<file path="src/hw/dpc_defines.vh">
// constants for the display plane configuration and controller port block
// assumes an 8-bit i/o bus whose base decode is done outside this block
`ifndef DPC_DEFINES_VH
`define DPC_DEFINES_VH

// i/o port offsets from the board base
`define DPC_OFS_CONFIG 3'h3
`define DPC_OFS_SUB_PTR 3'h4
`define DPC_OFS_SUB_DATA 3'h5
`define DPC_OFS_DIR_PTR 3'h6
`define DPC_OFS_DIR_DATA 3'h7

// configuration register fields and reset value
`define DPC_CFG_WE_LSB 0
`define DPC_CFG_WE_MSB 3
`define DPC_CFG_RSEL_LSB 4
`define DPC_CFG_RSEL_MSB 5
`define DPC_CFG_LAY_LSB 6
`define DPC_CFG_LAY_MSB 7
`define DPC_CFG_RESET 8'h00

// memory layout codes
`define DPC_LAY_FIVE 2'b00
`define DPC_LAY_FOUR 2'b01
`define DPC_LAY_THREE 2'b10

// host memory windows (20-bit host addresses) and 18-bit physical sizes and bases
`define DPC_WIN_BASE 20'hA_0000
`define DPC_WIN_BASE_THREE 20'hA_4000
`define DPC_PLANE_32K 18'h0_8000
`define DPC_PLANE_40K 18'h0_A000
`define DPC_SHARE_16K 18'h0_4000
`define DPC_CRTC_BUF_BASE_FIVE 18'h2_0000
`define DPC_CRTC_BUF_SIZE 18'h0_8000
`define DPC_PHYS_SIZE 18'h2_8000

// crt controller register indices
`define DPC_IDX_LAST_SUB 5'h0B
`define DPC_IDX_LAST_PLAIN 5'h0D
`define DPC_IDX_CURSOR_LOW 5'h0F
`define DPC_IDX_PTR_BITS 5

// monitor modes selecting the substitution column
`define DPC_MON_MONO 2'b00
`define DPC_MON_A40 2'b01
`define DPC_MON_A80 2'b10
`define DPC_MON_GFX 2'b11

`endif

</file>
<file path="src/hw/dpc_plane_config.v">
// display plane configuration register, host and graphics controller plane
// steering, memory layout mapping and the crt controller port pair logic.
// assumes base address decode outside; io strobes are one-cycle pulses
// synchronous to clk_sys, and memory accepts plane enables in the next cycle.
//
// Function
// - config register write-only at base offset three
// - bits 0-3 are per-plane write enables
// - bits 4-5 pick one plane for host reads
// - no host read when all write enables zero
// - read select governs host accesses only
// - controller reads pick plane from A16/A17
// - graphics planes share one window, at A0000 or at A4000 in code 10
// - bits 6-7 choose physical memory layout
// - code 00 four 32K planes, separate buffer
// - code 01 40K planes, buffer over plane 0
// - code 10 window at A4000, 16K shared
// - three-plane layout disables plane 3
// - crt buffer limited to 32K bytes
// - offsets four/five writes get substituted data
// - offsets six/seven writes pass unchanged
// - table holds per-mode timing replacement values
// - writes only to indices 00 through 0F
// - plane colour direct only in digital variant
// - indices twelve to seventeen never substituted
// - pointer latches five low data bits
`timescale 1ns/1ps
`include "dpc_defines.vh"

module dpc_plane_config (
  // clock and reset
  input wire clk_sys,
  input wire rstn,
  // host i/o port, offset within board base
  input wire [2:0] io_addr,
  input wire io_wr,
  input wire io_rd,
  input wire [7:0] io_wdata,
  output reg [7:0] io_rdata,
  // strap and mode inputs
  input wire [1:0] mon_mode,
  input wire analog_variant,
  // host display memory access
  input wire host_req,
  input wire host_we,
  input wire [19:0] host_addr,
  output reg [3:0] host_plane_we,
  output reg [3:0] host_plane_re,
  output reg [17:0] host_phys_addr,
  output reg host_hit,
  // graphics_display_controller memory access
  input wire gdc_req,
  input wire gdc_we,
  input wire [17:0] gdc_addr,
  output reg [3:0] gdc_plane_we,
  output reg [3:0] gdc_plane_re,
  output reg [17:0] gdc_phys_addr,
  // crt controller buffer access
  input wire crtc_mem_req,
  input wire [14:0] crtc_mem_addr,
  output reg [17:0] crtc_phys_addr,
  output reg crtc_phys_valid,
  // crt controller register port
  output reg crtc_reg_wr,
  output reg [4:0] crtc_reg_idx,
  output reg [7:0] crtc_reg_data,
  // layout status
  output reg [7:0] config_view,
  output reg plane_colour_direct
);

  // configuration register and its fields
  reg [7:0] mem_cfg; // plane config
  wire [3:0] cfg_we; // write enables
  wire [1:0] cfg_rsel; // host read plane
  wire [1:0] cfg_lay; // layout code
  // pointer registers
  reg [4:0] sub_ptr; // substituted pair pointer
  reg [4:0] dir_ptr; // direct pair pointer
  // combinational next values
  reg [3:0] next_host_we;
  reg [3:0] next_host_re;
  reg [17:0] next_host_phys;
  reg next_host_hit;
  reg [3:0] next_gdc_we;
  reg [3:0] next_gdc_re;
  reg [17:0] next_gdc_phys;
  reg [17:0] next_crtc_phys;
  reg [7:0] next_sub_data;
  reg [19:0] win_off; // offset into host window
  reg [17:0] plane_sz; // bytes per plane
  reg [17:0] plane_skip; // hidden head of each plane

  assign cfg_we = mem_cfg[`DPC_CFG_WE_MSB:`DPC_CFG_WE_LSB];
  assign cfg_rsel = mem_cfg[`DPC_CFG_RSEL_MSB:`DPC_CFG_RSEL_LSB];
  assign cfg_lay = mem_cfg[`DPC_CFG_LAY_MSB:`DPC_CFG_LAY_LSB];

  // plane number to one-hot
  function [3:0] one_hot;
    input [1:0] sel;
    begin
      one_hot = 4'h1 << sel;
    end
  endfunction

  // planes usable in a layout; three-plane layout drops the intensity plane
  function [3:0] plane_mask;
    input [1:0] lay;
    begin
      if (lay == `DPC_LAY_THREE) begin
        plane_mask = 4'h7;
      end else begin
        plane_mask = 4'hF;
      end
    end
  endfunction

  // plane size by layout
  function [17:0] size_of;
    input [1:0] lay;
    begin
      case (lay)
        `DPC_LAY_FOUR: size_of = `DPC_PLANE_40K;
        `DPC_LAY_THREE: size_of = `DPC_PLANE_40K;
        default: size_of = `DPC_PLANE_32K;
      endcase
    end
  endfunction

  // physical address of a byte in a plane
  function [17:0] phys_of;
    input [1:0] plane;
    input [17:0] size;
    input [17:0] off;
    reg [17:0] base;
    begin
      case (plane)
        2'd0: base = 18'h0_0000;
        2'd1: base = size;
        2'd2: base = size + size;
        default: base = size + size + size;
      endcase
      phys_of = base + off;
    end
  endfunction

  // replacement timing values per monitor mode, indices 00 to 0B
  function [7:0] sub_value;
    input [1:0] mode;
    input [4:0] idx;
    begin
      case (idx)
        5'h00: sub_value = (mode == `DPC_MON_MONO || mode == `DPC_MON_A80) ? 8'h67 : 8'h33;
        5'h01: sub_value = (mode == `DPC_MON_MONO || mode == `DPC_MON_A80) ? 8'h50 : 8'h28;
        5'h02: sub_value = (mode == `DPC_MON_MONO || mode == `DPC_MON_A80) ? 8'h56 : 8'h2B;
        5'h03: sub_value = 8'h06;
        5'h04: sub_value = (mode == `DPC_MON_GFX) ? 8'h7F : 8'h1F;
        5'h05: sub_value = 8'h09;
        5'h06: sub_value = (mode == `DPC_MON_GFX) ? 8'h64 : 8'h19;
        5'h07: sub_value = (mode == `DPC_MON_GFX) ? 8'h70 : 8'h1C;
        5'h08: sub_value = 8'h02;
        5'h09: sub_value = (mode == `DPC_MON_GFX) ? 8'h03 : 8'h0F;
        5'h0A: sub_value = 8'h0C;
        default: sub_value = 8'h0E;
      endcase
    end
  endfunction

  // write strobe aimed at one port offset
  function port_hit;
    input wr;
    input [2:0] addr;
    input [2:0] ofs;
    begin
      port_hit = wr && (addr == ofs);
    end
  endfunction

  // crt register indices that accept a host write
  function idx_writable;
    input [4:0] idx;
    begin
      idx_writable = (idx <= `DPC_IDX_CURSOR_LOW);
    end
  endfunction

  // pointers keep only five bits, so a high index byte still selects a
  // register; anything past the cursor pair is dropped at the data port
  // configuration and pointer writes
  always @(posedge clk_sys or negedge rstn) begin
    if (!rstn) begin
      mem_cfg <= `DPC_CFG_RESET;
      sub_ptr <= 5'h00;
      dir_ptr <= 5'h00;
    end else if (io_wr) begin
      case (io_addr)
        `DPC_OFS_CONFIG: mem_cfg <= io_wdata;
        `DPC_OFS_SUB_PTR: sub_ptr <= io_wdata[`DPC_IDX_PTR_BITS-1:0];
        `DPC_OFS_DIR_PTR: dir_ptr <= io_wdata[`DPC_IDX_PTR_BITS-1:0];
        default: begin
          mem_cfg <= mem_cfg;
        end
      endcase
    end
  end

  // substituted data: table value for timing indices, host data otherwise
  always @* begin
    if (sub_ptr <= `DPC_IDX_LAST_SUB) begin
      next_sub_data = sub_value(mon_mode, sub_ptr);
    end else begin
      next_sub_data = io_wdata;
    end
  end

  // crt controller register writes
  always @(posedge clk_sys or negedge rstn) begin
    if (!rstn) begin
      crtc_reg_wr <= 1'b0;
      crtc_reg_idx <= 5'h00;
      crtc_reg_data <= 8'h00;
    end else begin
      crtc_reg_wr <= 1'b0;
      if (port_hit(io_wr, io_addr, `DPC_OFS_SUB_DATA) && idx_writable(sub_ptr)) begin
        crtc_reg_wr <= 1'b1;
        crtc_reg_idx <= sub_ptr;
        crtc_reg_data <= next_sub_data;
      end else if (port_hit(io_wr, io_addr, `DPC_OFS_DIR_DATA) &&
                   idx_writable(dir_ptr)) begin
        crtc_reg_wr <= 1'b1;
        crtc_reg_idx <= dir_ptr;
        crtc_reg_data <= io_wdata;
      end
    end
  end

  // host read data: all ports here are write-only and read as zero
  always @(posedge clk_sys or negedge rstn) begin
    if (!rstn) begin
      io_rdata <= 8'h00;
    end else if (io_rd) begin
      io_rdata <= 8'h00;
    end
  end

  // the base is subtracted first; an address below the base wraps to a
  // large offset, so the lower bound is checked on its own
  // host window decode and plane steering
  always @* begin
    plane_sz = size_of(cfg_lay);
    plane_skip = 18'h0_0000;
    next_host_hit = 1'b0;
    next_host_we = 4'h0;
    next_host_re = 4'h0;
    next_host_phys = 18'h0_0000;
    win_off = 20'h0_0000;
    if (cfg_lay == `DPC_LAY_THREE) begin
      win_off = host_addr - `DPC_WIN_BASE_THREE;
      plane_skip = `DPC_SHARE_16K;
      next_host_hit = (host_addr >= `DPC_WIN_BASE_THREE) &&
                      (win_off[17:0] < plane_sz - plane_skip) && (win_off[19:18] == 2'b00);
    end else begin
      win_off = host_addr - `DPC_WIN_BASE;
      next_host_hit = (host_addr >= `DPC_WIN_BASE) &&
                      (win_off[17:0] < plane_sz) && (win_off[19:18] == 2'b00);
    end
    next_host_hit = next_host_hit && host_req;
    if (next_host_hit) begin
      next_host_phys = phys_of(cfg_rsel, plane_sz, win_off[17:0] + plane_skip);
      if (host_we) begin
        next_host_we = cfg_we & plane_mask(cfg_lay);
      end else if (cfg_we != 4'h0) begin
        next_host_re = one_hot(cfg_rsel) & plane_mask(cfg_lay);
      end
    end
  end

  // the controller reads by its own address bits, never by the host read
  // select, so host and controller may read different planes at once
  // graphics controller plane steering
  always @* begin
    next_gdc_we = 4'h0;
    next_gdc_re = 4'h0;
    next_gdc_phys = phys_of(gdc_addr[17:16], size_of(cfg_lay), {2'b00, gdc_addr[15:0]});
    if (gdc_req) begin
      if (gdc_we) begin
        next_gdc_we = cfg_we & plane_mask(cfg_lay);
      end else begin
        next_gdc_re = one_hot(gdc_addr[17:16]) & plane_mask(cfg_lay);
      end
    end
  end

  // in the four- and three-plane layouts the buffer lands on plane 0;
  // host software must keep the crt side idle in the four-plane layout
  // crt buffer placement, never more than 32K
  always @* begin
    case (cfg_lay)
      `DPC_LAY_FOUR: next_crtc_phys = {3'b000, crtc_mem_addr};
      `DPC_LAY_THREE: next_crtc_phys = {3'b000, crtc_mem_addr};
      default: next_crtc_phys = `DPC_CRTC_BUF_BASE_FIVE + {3'b000, crtc_mem_addr};
    endcase
  end

  // memory sees settled enables one cycle after each request
  // registered memory steering outputs
  always @(posedge clk_sys or negedge rstn) begin
    if (!rstn) begin
      host_plane_we <= 4'h0;
      host_plane_re <= 4'h0;
      host_phys_addr <= 18'h0_0000;
      host_hit <= 1'b0;
      gdc_plane_we <= 4'h0;
      gdc_plane_re <= 4'h0;
      gdc_phys_addr <= 18'h0_0000;
      crtc_phys_addr <= 18'h0_0000;
      crtc_phys_valid <= 1'b0;
    end else begin
      host_plane_we <= next_host_we;
      host_plane_re <= next_host_re;
      host_phys_addr <= next_host_phys;
      host_hit <= next_host_hit;
      gdc_plane_we <= next_gdc_we;
      gdc_plane_re <= next_gdc_re;
      gdc_phys_addr <= next_gdc_phys;
      crtc_phys_addr <= next_crtc_phys;
      crtc_phys_valid <= crtc_mem_req;
    end
  end

  // plane colours are direct only on the digital board
  // status view of the configuration and colour interpretation
  always @(posedge clk_sys or negedge rstn) begin
    if (!rstn) begin
      config_view <= `DPC_CFG_RESET;
      plane_colour_direct <= 1'b0;
    end else begin
      config_view <= mem_cfg;
      plane_colour_direct <= ~analog_variant;
    end
  end

endmodule // dpc_plane_config

</file>
<file path="config.mk">
export PLATFORM = sky130hd
export DESIGN_NAME = dpc_plane_config
export DESIGN_NICKNAME = d
export VERILOG_FILES = /design/src/hw/dpc_plane_config.v
export VERILOG_INCLUDE_DIRS = /design/src /design/src/hw
export SDC_FILE = /design/constraint.sdc
export NUM_CORES = 1
export LEC_CHECK = 0
export BUFFER_PORTS_ARGS = -buffer_cell sky130_fd_sc_hd__buf_4
export CAP_MARGIN = 20
export CORE_UTILIZATION = 51
export DETAILED_ROUTE_END_ITERATION = 12
export PLACE_DENSITY = 0.85
export RECOVER_POWER = 50
export SYNTH_ARGS = -nofsm -noshare
export SYNTH_HDL_FRONTEND = slang
export SYNTH_SLANG_ARGS = --single-unit
</file>
<file path="constraint.sdc">
create_clock -name clk_sys -period 4.1 [get_ports clk_sys]
set_input_delay 0.205 -clock clk_sys [delete_from_list [all_inputs] [get_ports clk_sys]]
set_output_delay 0.205 -clock clk_sys [all_outputs]
set_load 0.02 [all_outputs]
</file>
==> results by group <==
Place
  – Final RePlAce weighted congestion: between 0.8 and 0.9
  – Worst slack at placement: 1.57 ns
  – Buffers on Ports: 167
  – DP Wirelength: around 7600 um

Timing
  – Relative slew slack: -14.2%
  – RSZ-0062 raised after global routing: no
  – Maximum clock frequency: 394 MHz
  – Setup_tns: 0 ns
  – Slew Viols, Final: 72
  – Least-Margin Pin Slew: roughly 1.7 ns
  – Clock period minus final worst setup slack: roughly 2.5 ns
  – Final period util: 62.0%
  – Post-Route Skew: ~0.0048 ns
  – PnR worst setup slack: 1.56 ns
  – Final setup viols: 0
  – Count of final hold-check violations: 0

Finish
  – Multi-input logic area: approximately 1500 um2
  – Sequential Area: about 2800 um2
  – Core Util, Final: a little over two thirds
  – Inserted Diodes: 0
  – Most frequent cells in the layout: 111 x dfrtp_1, 96 x clkbuf_1, 42 x buf_4
  – Commonest non-fill, non-tap cell in the layout: dfrtp_1
  – Fillers: between 700 and 800
  – P&R area growth vs syn: 31.3%
  – Share of cells above drive strength 1: between 10% and 20%
  – Final #Nets: 644

Run status
  – Violations in the final reports: max-capacitance violations, max-slew violations
  – Status: complete, but fails checks

Critical path
  – CP max stage cell: a32oi_2
  – Crit path max-delay family: compound AO/OA/AOI/OAI gates
  – Worst Path Arrival: between 2 and 3 ns
  – Reg2Reg Depth: 7
  – Worst Path Class, Setup: reg2reg
  – Nature of the critical path endpoint: flop
  – Req. time, crit path: 4.37 ns
  – Critical path depth in cells: 7
  – Slowest stage delay, CP: 0.88 ns
  – Worst path bufs/invs: 1
  – CP Max Fanout: 24
  – CP cell instances: inv_1 > ha_1 > or4b_4 > nor4_4 > a32oi_2 > nor2_1 > and3_1
  – FF-to-FF setup slack: 1.56 ns
  – CP Launch Type: flop

Clock network
  – Clk root buf: clkbuf_8
  – CTS max path bufs: 2
  – Total CTS buffers: 9
  – Setup bufs post-CTS: 0
  – Clk_lat worst skew: between 0.3 and 0.4 ns
  – CTS sink cnt: 111
  – CTS tree: done
  – # resized after CTS: 0
  – Clock-pin slew on the worst setup and hold paths: 0.10 ns
  – H-tree depth: 3

Global routing
  – Largest net degree at the start of global routing: 72
  – Initial antenna violation count: 0
  – First-pass GRT wire length: 17000 um
  – Gr usage total: roughly 25%
  – Global route overflow: 0
  – Vias in the first global route: 3317

Detailed routing
  – Routed wire length: ~11000 um
  – Detailed Routing Iterations Pass 1: 6
  – Post-DRT Antenna Nets: 0
  – Via count: 3390
  – # DRC: 0
  – First DRT Iteration DRCs: ~130
  – Routed len/inst: roughly 17 um
  – Vias/cell: 5.15

Synth
  – Avg Cell Area, Syn: 12.6 um2
  – Ys flop type: dfrtp_1
  – Syn. warnings: 0
  – Ys async rst share: 100%
  – Mapped Area: roughly 4500 um2
  – Cell variety after synth: 48
  – Cells after synthesis: 356
  – Synthesized flop and latch total: 111
  – EDFF count, synth: 0
  – Seq/Total Area, Yosys: 62.0%

Floorplan
  – # rows: 33
  – Die Ht: 95.7 um
  – # IOs: between 150 and 200
  – Starting density of the core: a little over half
  – Die area: approximately 9200 um2
  – Core ar.: between 8000 and 9000 um2
  – Width of the die: ~96 um

Hold path
  – Worst Hold Class: in2reg
  – Worst Hold Depth: 2

Power
  – Power per cell area: 441 nW/um2
  – Worst IR Drop VDD: around 0.23 mV
  – Leak: 2.77 nW

Job
  – Maxcap violations: 1
layout make-up:
type,count,share of cell area [%]
inverter,13,0.830
clock buffer,9,2.11
timing repair buffer,199,20.6
clock inverter,6,0.915
sequential,111,47.3
tap,105,2.24
multi-input combinational,215,26.1
worst reg2reg max path, delay by kind of cell, from the launching register on:
family	cells	cell delay, ns
AND/OR/NAND/NOR	4	0.72
AO/OA/AOI/OAI	1	0.88
buffers and inverters	1	0.06
flip-flops	1	0.40
adder cells (fa/ha/maj)	1	0.37
timing repair:
item                                    in CTS  in global routing
endpoints found under the setup margin       0                  0
hold buffers                                31                  0
hold endpoints to repair                   100                  0
cells in the mapped netlist, types with 2 or more instances:
cell / n / area [um2]
inv_1: 12 / 45.0
mux2_2: 17 / 191
or2_2: 2 / 12.5
xor2_1: 2 / 17.5
and3_1: 5 / 31.3
mux2i_1: 8 / 80.1
nor3b_1: 2 / 15.0
nand2_1: 23 / 86.3
nor4b_1: 2 / 17.5
nor4_1: 2 / 12.5
buf_6: 2 / 22.5
a21o_1: 4 / 30.0
o21ai_0: 21 / 105
xnor2_1: 6 / 52.6
a31oi_1: 4 / 25.0
and2b_1: 5 / 37.5
nand2b_1: 5 / 31.3
nor2_1: 12 / 45.0
ha_1: 17 / 213
o211ai_1: 2 / 15.0
nand3_1: 2 / 10.0
fa_1: 2 / 40.0
and2_1: 5 / 31.3
a21oi_1: 13 / 65.1
nor3_1: 8 / 40.0
buf_4: 10 / 75.1
nand4b_1: 3 / 26.3
dfrtp_1: 111 / 2780
clkbuf_1: 13 / 48.8
nor2b_1: 18 / 113
metrics by stage:
| step | instances | power (W) | area [um2] | hold slack, ns |
|---|---|---|---|---|
| 2_1_floorplan | 365 | 0.00175 | 4510 | -0.0906 |
| 3_3_place_gp | 612 | 0.00204 | 5750 | 0.314 |
| 3_5_place_dp | 612 | 0.00207 | 5750 | 0.315 |
| 4_1_cts | 658 | 0.00269 | 6240 | 0.0193 |
| 5_1_grt | 658 | 0.00274 | 5880 | 0.00970 |
| 6_report | 658 | 0.00259 | 5880 | 0.0270 |
final timing paths:
| check | start | to |
|---|---|---|
| setup / recovery | mem_cfg[6]$_DFFE_PN0P_ | host_plane_we[3]$_DFF_PN0_ |
| hold reg to reg | mem_cfg[7]$_DFFE_PN0P_ | config_view[7]$_DFF_PN0_ |
| min in group asynchronous | rstn | host_phys_addr[8]$_DFF_PN0_ |
| setup reg to reg | mem_cfg[6]$_DFFE_PN0P_ | host_plane_we[3]$_DFF_PN0_ |
| hold / removal | gdc_addr[16] | gdc_plane_re[2]$_DFF_PN0_ |
| max in group asynchronous | rstn | host_phys_addr[6]$_DFF_PN0_ |
sequential cells by signal, indices dropped and copies added (netlist names):
register,flops
crtc_reg_wr,1
gdc_phys_addr,18
crtc_phys_valid,1
sub_ptr,5
config_view,8
crtc_reg_data,8
mem_cfg,8
host_plane_we,4
crtc_reg_idx,5
host_plane_re,4
dir_ptr,5
crtc_phys_addr,16
gdc_plane_re,4
host_hit,1
gdc_plane_we,4
plane_colour_direct,1
host_phys_addr,18
routing by layer:
metal	vias to the layer above	share of wire (%)	global-route usage (%)
met2	177	51	44.3
met3	21	9.5	7.82
met1	1629	37	28.9
met4	0	2.6	10.8
li1	1563	-	-
met5	-	0	0
cells by family after synthesis:
| logic type | Yosys count | share of synthesized area (%) |
|---|---|---|
| AO/OA/AOI/OAI | 52 | 7.02 |
| XOR/XNOR | 8 | 1.57 |
| adder cells (fa/ha/maj) | 20 | 5.87 |
| buffers and inverters | 39 | 4.47 |
| flip-flops | 111 | 62.0 |
| multiplexers | 25 | 6.06 |
| other | 1 | 0.0838 |
| AND/OR/NAND/NOR | 100 | 12.9 |
where the power goes:
part | leakage [nW] | internal, W | switching (W)
clock | 0.0882 | 0.000228 | 0.000371
sequential | 1.39 | 0.00123 | 0.000108
combinational | 1.29 | 0.000259 | 0.000395
No activity file was read; power rests on OpenSTA's default activity.
